### config.mk
export PLATFORM = sky130hd
export DESIGN_NAME = gdfsb_top
export DESIGN_NICKNAME = d
export VERILOG_FILES = /design/src/core/gdfsb_pkg.sv /design/src/core/gdfsb_ev_if.sv /design/src/core/gdfsb_latch.sv /design/src/core/gdfsb_irq.sv /design/src/core/gdfsb_top.sv
export VERILOG_INCLUDE_DIRS = /design/src /design/src/core
export SDC_FILE = /design/constraint.sdc
export NUM_CORES = 1
export LEC_CHECK = 0
export BUFFER_PORTS_ARGS = -buffer_cell sky130_fd_sc_hd__buf_4
export CAP_MARGIN = 20
export CORE_ASPECT_RATIO = 1.25
export CORE_MARGIN = 4
export CORE_UTILIZATION = 52
export CTS_BUF_LIST = sky130_fd_sc_hd__clkbuf_4
export CTS_CLUSTER_DIAMETER = 120
export DETAILED_ROUTE_END_ITERATION = 6
export GPL_ROUTABILITY_DRIVEN = 0
export HOLD_SLACK_MARGIN = 0.15
export PLACE_DENSITY = 0.78
export SETUP_SLACK_MARGIN = 0.2
export SYNTH_ARGS = -nofsm -noshare
export SYNTH_HDL_FRONTEND = slang
export SYNTH_SLANG_ARGS = --single-unit
### constraint.sdc
create_clock -name core_clk_i -period 1.2 [get_ports core_clk_i]
set_input_delay 0 -clock core_clk_i [delete_from_list [all_inputs] [get_ports core_clk_i]]
set_output_delay 0 -clock core_clk_i [all_outputs]
set_load 0.02 [all_outputs]
### src/core/gdfsb_regs.svh
// Purpose: register offsets, field positions and reset values of the fault status bank
// Assumes: word addresses on the plain register port
// Notes:   definitions only
`ifndef GDFSB_REGS_SVH
`define GDFSB_REGS_SVH

`define GDFSB_AW            4
`define GDFSB_DW            11
`define GDFSB_ADDR_STATUS   4'h0
`define GDFSB_ADDR_CTRL     4'h2
`define GDFSB_ADDR_AMP      4'h6
`define GDFSB_ADDR_CAL      4'h7
`define GDFSB_ADDR_IRQ_STAT 4'h8
`define GDFSB_ADDR_IRQ_MASK 4'h9
`define GDFSB_BIT_SUMMARY   10
`define GDFSB_BIT_VDS       9
`define GDFSB_BIT_GATE      8
`define GDFSB_BIT_LOW_SUPPLY 7
`define GDFSB_BIT_HEAT      6
`define GDFSB_BIT_CLR       0
`define GDFSB_NSW           6
`define GDFSB_NEV           5
`define GDFSB_RST_FLAGS     11'h000
`define GDFSB_RST_WORD      11'h000
`define GDFSB_RST_EV        5'h00
`define GDFSB_ZERO_WORD     11'h000

`endif

### src/core/gdfsb_pkg.sv
// Purpose: shared types of the fault status bank
// Assumes: header holds all numbers
// Notes:   none
`include "gdfsb_regs.svh"
package gdfsb_pkg;
  typedef logic [`GDFSB_DW-1:0]  gdfsb_word_t;
  typedef logic [`GDFSB_AW-1:0]  gdfsb_addr_t;
  typedef logic [`GDFSB_NSW-1:0] gdfsb_sw_t;
  typedef logic [`GDFSB_NEV-1:0] gdfsb_ev_t;
endpackage : gdfsb_pkg

### src/core/gdfsb_ev_if.sv
// Purpose: carries detector events and clear strobe between bank and latch
// Assumes: single clock
// Notes:   none
`timescale 1ns/1ps
interface gdfsb_ev_if;
  import gdfsb_pkg::*;
  gdfsb_sw_t   sw_oc;
  logic        gate_err;
  logic        low_supply;
  logic        heat;
  logic        clear;
  gdfsb_word_t flags;
  modport bank  (output sw_oc, output gate_err, output low_supply, output heat, output clear,
                 input flags);
  modport latch (input sw_oc, input gate_err, input low_supply, input heat, input clear,
                 output flags);
endinterface : gdfsb_ev_if

### src/core/gdfsb_latch.sv
// Purpose: latched error flags of the first status word
// Assumes: detector inputs synchronous
// Notes:   a new event in the clear cycle survives
`timescale 1ns/1ps
`include "gdfsb_regs.svh"
module gdfsb_latch (
  // clock and reset
  input  wire logic   core_clk_i,
  input  wire logic   nrst_i,
  // events and flags
  gdfsb_ev_if.latch   ev
);
  import gdfsb_pkg::*;

  typedef struct packed {
    gdfsb_word_t flags;
  } gdfsb_latch_s;

  gdfsb_latch_s s_q;
  gdfsb_latch_s s_d;
  gdfsb_word_t  set_w;
  gdfsb_word_t  hold_w;

  always_comb begin
    set_w = `GDFSB_ZERO_WORD;
    set_w[`GDFSB_NSW-1:0]    = ev.sw_oc;
    set_w[`GDFSB_BIT_VDS]    = |ev.sw_oc;
    set_w[`GDFSB_BIT_GATE]   = ev.gate_err;
    set_w[`GDFSB_BIT_LOW_SUPPLY] = ev.low_supply;
    set_w[`GDFSB_BIT_HEAT]   = ev.heat;
    hold_w = ev.clear ? `GDFSB_ZERO_WORD : s_q.flags;
    s_d.flags = hold_w | set_w;
    s_d.flags[`GDFSB_BIT_SUMMARY] = |s_d.flags[`GDFSB_BIT_SUMMARY-1:0];
  end

  always_ff @(posedge core_clk_i or negedge nrst_i) begin
    if (!nrst_i) begin
      s_q.flags <= `GDFSB_RST_FLAGS;
    end else begin
      s_q <= s_d;
    end
  end

  assign ev.flags = s_q.flags;
endmodule : gdfsb_latch

### src/core/gdfsb_irq.sv
// Purpose: sticky event status, mask and one level interrupt
// Assumes: write-one-to-clear status
// Notes:   set wins over clear
`timescale 1ns/1ps
`include "gdfsb_regs.svh"
module gdfsb_irq (
  // clock and reset
  input  wire logic              core_clk_i,
  input  wire logic              nrst_i,
  // events and software access
  input  wire gdfsb_pkg::gdfsb_ev_t ev_i,
  input  wire logic              clr_we_i,
  input  wire gdfsb_pkg::gdfsb_ev_t clr_i,
  input  wire logic              mask_we_i,
  input  wire gdfsb_pkg::gdfsb_ev_t mask_i,
  // state
  output      gdfsb_pkg::gdfsb_ev_t stat_o,
  output      gdfsb_pkg::gdfsb_ev_t mask_o,
  output      logic              irq_o
);
  import gdfsb_pkg::*;

  typedef struct packed {
    gdfsb_ev_t stat;
    gdfsb_ev_t mask;
    logic      irq;
  } gdfsb_irq_s;

  gdfsb_irq_s s_q;
  gdfsb_irq_s s_d;

  always_comb begin
    s_d      = s_q;
    s_d.stat = (s_q.stat & ~(clr_we_i ? clr_i : `GDFSB_RST_EV)) | ev_i;
    if (mask_we_i) begin
      s_d.mask = mask_i;
    end
    s_d.irq  = |(s_d.stat & s_d.mask);
  end

  always_ff @(posedge core_clk_i or negedge nrst_i) begin
    if (!nrst_i) begin
      s_q <= '0;
    end else begin
      s_q <= s_d;
    end
  end

  assign stat_o = s_q.stat;
  assign mask_o = s_q.mask;
  assign irq_o  = s_q.irq;
endmodule : gdfsb_irq

### src/core/gdfsb_top.sv
// Purpose: fault status register bank of a three-phase gate driver
// Assumes: register port single-cycle strobes, read data one cycle later
// Notes:   amplifier words are plain storage
//
// The implementer's own choice: the address-and-strobe port.
`timescale 1ns/1ps
`include "gdfsb_regs.svh"
module gdfsb_top (
  // clock and reset
  input  wire logic                  core_clk_i,
  input  wire logic                  nrst_i,
  // register port
  input  wire gdfsb_pkg::gdfsb_addr_t reg_addr_i,
  input  wire gdfsb_pkg::gdfsb_word_t reg_wdata_i,
  input  wire logic                  reg_we_i,
  input  wire logic                  reg_re_i,
  output      gdfsb_pkg::gdfsb_word_t reg_rdata_o,
  // protection detectors
  input  wire gdfsb_pkg::gdfsb_sw_t   switch_overcurrent_i,
  input  wire logic                  gate_drive_error_i,
  input  wire logic                  supply_low_lockout_i,
  input  wire logic                  overheat_shutdown_i,
  // indicators
  output      logic                  error_indicator_pin_n_o,
  output      logic                  irq_o
);
  import gdfsb_pkg::*;

  ////////////////////////////////////////////////////////////////////////////
  typedef struct packed {
    gdfsb_word_t rdata;
    gdfsb_word_t amp;
    gdfsb_word_t cal;
    logic        pin_n;
  } gdfsb_top_s;

  gdfsb_top_s  s_q;
  gdfsb_top_s  s_d;
  gdfsb_ev_if  ev ();
  gdfsb_ev_t   irq_stat;
  gdfsb_ev_t   irq_mask;
  gdfsb_ev_t   events;
  logic        irq_w;
  logic        wr_ctrl;

  ////////////////////////////////////////////////////////////////////////////
  // detectors into the latch
  assign ev.sw_oc    = switch_overcurrent_i;
  assign ev.gate_err = gate_drive_error_i;
  assign ev.low_supply = supply_low_lockout_i;
  assign ev.heat     = overheat_shutdown_i;
  assign wr_ctrl     = reg_we_i && (reg_addr_i == `GDFSB_ADDR_CTRL);
  // clear pulses one cycle only, never stored
  assign ev.clear    = wr_ctrl && reg_wdata_i[`GDFSB_BIT_CLR];

  gdfsb_latch u_latch (
    .core_clk_i (core_clk_i),
    .nrst_i     (nrst_i),
    .ev         (ev.latch)
  );

  assign events = {|switch_overcurrent_i, gate_drive_error_i, supply_low_lockout_i,
                   overheat_shutdown_i, ev.flags[`GDFSB_BIT_SUMMARY]};

  gdfsb_irq u_irq (
    .core_clk_i (core_clk_i),
    .nrst_i     (nrst_i),
    .ev_i       (events),
    .clr_we_i   (reg_we_i && (reg_addr_i == `GDFSB_ADDR_IRQ_STAT)),
    .clr_i      (reg_wdata_i[`GDFSB_NEV-1:0]),
    .mask_we_i  (reg_we_i && (reg_addr_i == `GDFSB_ADDR_IRQ_MASK)),
    .mask_i     (reg_wdata_i[`GDFSB_NEV-1:0]),
    .stat_o     (irq_stat),
    .mask_o     (irq_mask),
    .irq_o      (irq_w)
  );

  ////////////////////////////////////////////////////////////////////////////
  always_comb begin
    s_d       = s_q;
    s_d.pin_n = ~ev.flags[`GDFSB_BIT_SUMMARY];
    // status word has no write path
    if (reg_we_i) begin
      unique case (reg_addr_i)
        `GDFSB_ADDR_AMP: begin
          s_d.amp = reg_wdata_i;
        end
        `GDFSB_ADDR_CAL: begin
          s_d.cal = reg_wdata_i;
        end
        default: begin
          s_d.amp = s_q.amp;
        end
      endcase
    end
    s_d.rdata = `GDFSB_ZERO_WORD;
    if (reg_re_i) begin
      unique case (reg_addr_i)
        `GDFSB_ADDR_STATUS:   s_d.rdata = ev.flags;
        `GDFSB_ADDR_AMP:      s_d.rdata = s_q.amp;
        `GDFSB_ADDR_CAL:      s_d.rdata = s_q.cal;
        `GDFSB_ADDR_IRQ_STAT: s_d.rdata = {{(`GDFSB_DW-`GDFSB_NEV){1'b0}}, irq_stat};
        `GDFSB_ADDR_IRQ_MASK: s_d.rdata = {{(`GDFSB_DW-`GDFSB_NEV){1'b0}}, irq_mask};
        default:              s_d.rdata = `GDFSB_ZERO_WORD;
      endcase
    end
  end

  always_ff @(posedge core_clk_i or negedge nrst_i) begin
    if (!nrst_i) begin
      s_q.rdata <= `GDFSB_RST_WORD;
      s_q.amp   <= `GDFSB_RST_WORD;
      s_q.cal   <= `GDFSB_RST_WORD;
      s_q.pin_n <= 1'b1;
    end else begin
      s_q <= s_d;
    end
  end

  assign reg_rdata_o             = s_q.rdata;
  assign error_indicator_pin_n_o = s_q.pin_n;
  assign irq_o                   = irq_w;
endmodule : gdfsb_top

==> out/results.txt, run 1 <==
worst hold slack: -0.208 ns
CTS H-tree depth: 2
Final WS setup: -0.157 ns
DRT Pass-1 Iters: 6
antenna cell count: 0
die area: 5830 sq um
multiplexer share of the synthesized area: 12.1%
multi-input logic area: 917 sq um
Detailed Route WL: 5800 um
WS Path Type: in2reg
R2R Path End: u_latch.ev.flags[10]$_DFF_PN0_
Die Height: 84.4 um
Root Driver: clkbuf_4
P per Cell Area: 1170 nW/um^2
worst path arrival time: 1.64 ns
Initial Utilization: 54.5%
vias: 1850
DRC errors left: 0
post-synthesis compound-gate area fraction: 13.4%
achievable frequency: 737 MHz
synthesized cell area: 2430 sq um
TritonCTS Buffers: 5
Hold Path End: u_latch.ev.flags[1]$_DFF_PN0_
sequential area share after synthesis: 57.8%
failing checks: negative hold slack, negative setup slack
Lkg Pwr: 1.52 nW
Sequential cell area: 1400 sq um
R2R setup slack: -0.07 ns
commonest non-fill, non-tap cell in the layout: buf_4
Clock transition at path regs: 0.14 ns
wire per inst: 17.1 um
Slew HR: 71.1%
CP endpoint kind: flip-flop
I/O pin total: 41
r2r startpoint: u_latch.ev.flags[8]$_DFF_PN0_
first-pass GRT wire length: 9670 um
min Tclk post-route: 1.36 ns
Worst Hold Launch: switch_overcurrent_i[1]
Site Rows: 27
syn avg cell area: 12.5 sq um
initial antenna violation count: 0
largest family of logic cells by synthesized area: compound AO/OA/AOI/OAI gates
status: finished with violations
Die W: 69.1 um
number of flops mapped to enable cells by yosys: 0
Iter 0 DRT Violations: 143
Yosys Warn Count: 0
Final period util: 113%
core area: 4460 sq um
layout cell share with drive strength beyond 1: 47.2%
grt ovf: 0
Setup WS pre-CTS: -0.218 ns
Post-synth top flop: dfrtp_1
Req. time, crit path: 1.48 ns
final non-filler cell total: 340
post-synthesis simple-gate area fraction: 9.63%
worst skew pair latency: 0.38 ns
Synth Register Bits: 56
Synth Instances: 195
vias in the first global route: 1931
most frequent cells in the layout: 68 x buf_4, 55 x dfrtp_1, 22 x mux2_2, 18 x dlygate4sd3_1, 11 x nand2_1
TritonCTS clock tree: built
PortBufs: 40
Clock Tree Buf Depth: 2
placed insts: 310
final setup fails: 1
post-DP HPWL: 3980 um
Final Instance Area: 3390 sq um
Post-Synth XOR/XNOR Area: 0%
RSZ-0062 raised after global routing: yes
final layout net count: 309
vias per inst: 5.44
actual slew at the worst max-slew pin: 0.427 ns
Hold WC Path Type: in2reg
CP max FO: 4
FFs w/ async S/R, synth: 100%
hold path depth: 2
Max Cap Viol: 0
post-route clock skew: 0.0106 ns
startpoint types: input port
adder-cell share of the synthesized area: 0%
CTS sink cnt: 56
GRT Util Overall: 20.7%
fin. max-slew vios: 0
Layout Area Growth over Synthesis: 39.7%
dpl cell area: 3000 sq um
final hold violations: 7
final core occ: 76.1%
reg2reg path depth: 3
FILL cells: 287
Worst VDD drop: 0.000777 V
Syn Nets: 223
Routed Antenna Nets: 0
Setup TNS: -0.157 ns
post-synth cell types: 37
largest net degree at the start of global routing: 28
-- report_power, final --
part / internal [mW] / total (mW) / switching, mW
Clock: 0.488 / 1.06 / 0.574
Combinational: 0.394 / 0.664 / 0.270
Sequential: 2.11 / 2.24 / 0.130
-- per-stage QoR --
stage | hold slack, ns | power [mW]
5_1_grt | -0.213 | 4.14
6_report | -0.208 | 3.97
3_5_place_dp | -0.0671 | 2.87
3_3_place_gp | -0.0702 | 2.83
4_1_cts | -0.210 | 3.95
2_1_floorplan | -0.296 | 2.57
-- routing by layer --
layer | vias up | track usage [%] | share of wire (%)
li1 | 869 | - | -
met5 | - | 0 | 0
met2 | 59 | 33.5 | 51
met3 | 7 | 5.51 | 5.2
met1 | 915 | 27.2 | 42
met4 | 0 | 6.93 | 1.3
-- timing repair --
action,in CTS,in global routing
endpoints found under the hold margin,110,40
endpoints found under the setup margin,7,22
gates resized for setup,7,16
hold buffers,17,1
setup buffers,2,2
pin swaps,5,9
-- logic make-up (layout without fill, tap and decap cells) --
family                 count (synthesis)  count (layout)
AND/OR/NAND/NOR                       40              40
flip-flops                            56              56
multiplexers                          26              26
buffers and inverters                 30             117
AO/OA/AOI/OAI                         43              43
-- how the worst max path moves through the flow --
stage | startpoint | endpoint | slack [ns] | cells past startpoint
floorplan | reg_addr_i[2] | u_irq.irq_o$_DFF_PN0_ | 0.003 | 7
detailed placement | reg_addr_i[0] | u_irq.irq_o$_DFF_PN0_ | -0.22 | 7
global placement | reg_addr_i[0] | u_irq.irq_o$_DFF_PN0_ | -0.17 | 7
finish | supply_low_lockout_i | u_latch.ev.flags[10]$_DFF_PN0_ | -0.16 | 4
global route | supply_low_lockout_i | u_latch.ev.flags[10]$_DFF_PN0_ | -0.17 | 4
CTS | u_latch.ev.flags[5]$_DFF_PN0_ | u_latch.ev.flags[10]$_DFF_PN0_ | -0.07 | 3
-- critical path: stages --
cell and delay (ns):
buf_4 0.11, dlygate4sd3_1 0.61, or4_1 0.53, a2111o_1 0.39
-- layout make-up --
cell class,count,share of cell area (%)
clock buffer,7,1.55
tap,58,2.14
multi-input combinational,109,27.0
inverter,9,0.996
timing repair buffer,100,26.0
sequential,56,41.4
clock inverter,1,0.885
-- cell usage after synthesis (all sizes together) (2+ instances only) --
| cell type | number | share of area [%] |
|---|---|---|
| nor4b | 2 | 1.3 |
| a222oi | 6 | 2.5 |
| clkbuf | 4 | 0.62 |
| buf | 17 | 5.1 |
| a21boi | 3 | 0.93 |
| inv | 9 | 1.4 |
| or2 | 3 | 0.77 |
| nor2 | 8 | 1.2 |
| mux2 | 23 | 11 |
| dfrtp | 55 | 57 |
| a21o | 9 | 2.8 |
| o21ai | 2 | 0.41 |
| and3 | 2 | 0.52 |
| nor4 | 3 | 0.77 |
| a21oi | 2 | 0.41 |
| a22oi | 10 | 3.1 |
| nand2 | 13 | 2.3 |
| mux2i | 3 | 1.2 |
| nand3 | 3 | 0.62 |
| a31oi | 6 | 1.5 |
-- sequential cells by signal (all words and copies together), names as in the netlist --
| signal | count |
|---|---|
| s_q | 22 |
| reg_rdata_o | 11 |
| u_latch.ev.flags | 11 |
| u_irq.mask_o | 5 |
| u_irq.stat_o | 5 |
| error_indicator_pin_n_o | 1 |
| u_irq.irq_o | 1 |
No activity file was read; power rests on OpenSTA's default activity.
==> run 2, diff against run 1 <==
==> constraint.sdc (replaced) <==
create_clock -name core_clk_i -period 1.2 [get_ports core_clk_i]
set_input_delay 0.06 -clock core_clk_i [delete_from_list [all_inputs] [get_ports core_clk_i]]
set_output_delay 0.06 -clock core_clk_i [all_outputs]
set_load 0.02 [all_outputs]
==> out/results.txt, run 2 (synthesis results as in run 1) <==
worst hold slack: -0.126 ns
TritonCTS clock tree: built
# hold bufs at CTS: 20
PortBufs: 40
status: finished with violations
layout cell share with drive strength beyond 1: 47.2%
top sig layer: met4
final setup fails: 1
met1 WL: 2720 um
initial antenna violation count: 0
Root Driver: clkbuf_4
wire per inst: 22.2 um
startpoint types: flip-flop
antenna cell count: 0
Layout Area Growth over Synthesis: 46.6%
crit path from: u_latch.ev.flags[8]$_DFF_PN0_
fin. max-slew vios: 0
Req. time, crit path: 1.48 ns
reg2reg path depth: 3
commonest non-fill, non-tap cell in the layout: buf_4
Initial Utilization: 54.5%
Iter 0 DRT Violations: 246
Largest register FFs: 22
Slew HR: 76.5%
crit-path max cell delay: 0.44 ns
Max Cap Viol: 0
Design Power: 4.08 mW
achievable frequency: 740 MHz
vias in the first global route: 2171
Slowest cell on crit path: dfrtp_1
worst path arrival time: 1.63 ns
Worst VDD drop: 0.000761 V
CP max FO: 2
final hold violations: 2
RSZ-0062 raised after global routing: yes
GRT Util Overall: 24.4%
Clock Tree Buf Depth: 2
largest net degree at the start of global routing: 33
CP endpoint kind: flip-flop
Hold WC Path Type: in2reg
crit-path cells: nor4_2 > nand2_1 > a2111o_1
R2R setup slack: -0.15 ns
failing checks: negative hold slack, negative setup slack
CTS H-tree depth: 2
P per Cell Area: 1150 nW/um^2
vias: 2081
grt ovf: 0
Largest Register: s_q
Site Rows: 27
DRC errors left: 0
Final period util: 113%
final non-filler cell total: 346
r2r startpoint: u_latch.ev.flags[8]$_DFF_PN0_
CTS sink cnt: 56
Lkg Pwr: 1.67 nW
actual slew at the worst max-slew pin: 0.348 ns
min Tclk post-route: 1.35 ns
post-DP HPWL: 4270 um
Clock transition at path regs: 0.17 ns
Worst Hold Launch: switch_overcurrent_i[3]
Die W: 69.1 um
hold path depth: 2
Detailed Route WL: 7700 um
most frequent cells in the layout: 60 x buf_4, 55 x dfrtp_1, 23 x buf_6, 19 x mux2_4, 19 x dlygate4sd3_1
die area: 5830 sq um
worst skew pair latency: 0.40 ns
Die Height: 84.4 um
I/O pin total: 41
routed wl met3: 503 um
final layout net count: 315
first-pass GRT wire length: 10900 um
Routed Antenna Nets: 0
TritonCTS Buffers: 5
vias per inst: 6.01
Final WS setup: -0.151 ns
core area: 4460 sq um
DR WL met2: 4010 um
placed insts: 311
WS Path Type: reg2reg
DRT Pass-1 Iters: 5
post-route clock skew: 0.0139 ns
-- run 2: repair_timing --
item / in CTS / in global routing
hold endpoints to repair: 110 / 30
pin swaps: 9 / 11
setup buffers: 3 / 4
resized for setup: 18 / 22
endpoints found under the setup margin: 12 / 36
-- run 2: routing by layer --
| metal | vias to the layer above | global-route usage (%) |
|---|---|---|
| met4 | 0 | 11.5 |
| met5 | - | 0 |
| met2 | 123 | 44.4 |
| li1 | 878 | - |
| met1 | 1032 | 26.6 |
| met3 | 48 | 5.75 |
-- run 2: final timing paths --
kind                                                endpoint
setup / recovery              u_latch.ev.flags[10]$_DFF_PN0_
min in group asynchronous                s_q[16]$_DFFE_PN0P_
setup reg to reg              u_latch.ev.flags[10]$_DFF_PN0_
max in group asynchronous      u_latch.ev.flags[9]$_DFF_PN0_
hold / removal                 u_latch.ev.flags[3]$_DFF_PN0_
hold reg to reg            error_indicator_pin_n_o$_DFF_PN1_
-- run 2: final cells by class --
cell class              instances  area [sq um]
clock buffers                   5          37.5
flip-flops and latches         56          1400
inverters                       9          33.8
well taps                      58          72.6
clock inverters                 3          42.5
multi-input cells             109           998
repair buffers                106           972
fillers                       254           900
-- run 2: critical path, delay by kind of cell (launching register included) --
family           cells  cell delay, ns
AO/OA/AOI/OAI        1            0.39
AND/OR/NAND/NOR      2            0.40
flip-flops           1            0.44
-- run 2: report_power, final --
group | total, mW | internal, mW | switching [mW]
combinational | 0.777 | 0.477 | 0.299
clock | 1.04 | 0.437 | 0.603
sequential | 2.27 | 2.11 | 0.151
-- run 2: stage by stage --
step	utilization [%]	area, sq um	setup slack [ns]	TNS (ns)
after floorplan	-	2530	-0.0570	-0.0766
after global placement	68.7	3070	-0.295	-3.93
after detailed placement	68.7	3070	-0.281	-4.48
after CTS	77.0	3430	-0.0626	-0.0638
after global routing	79.8	3560	-0.189	-0.285
final	79.8	3560	-0.151	-0.151
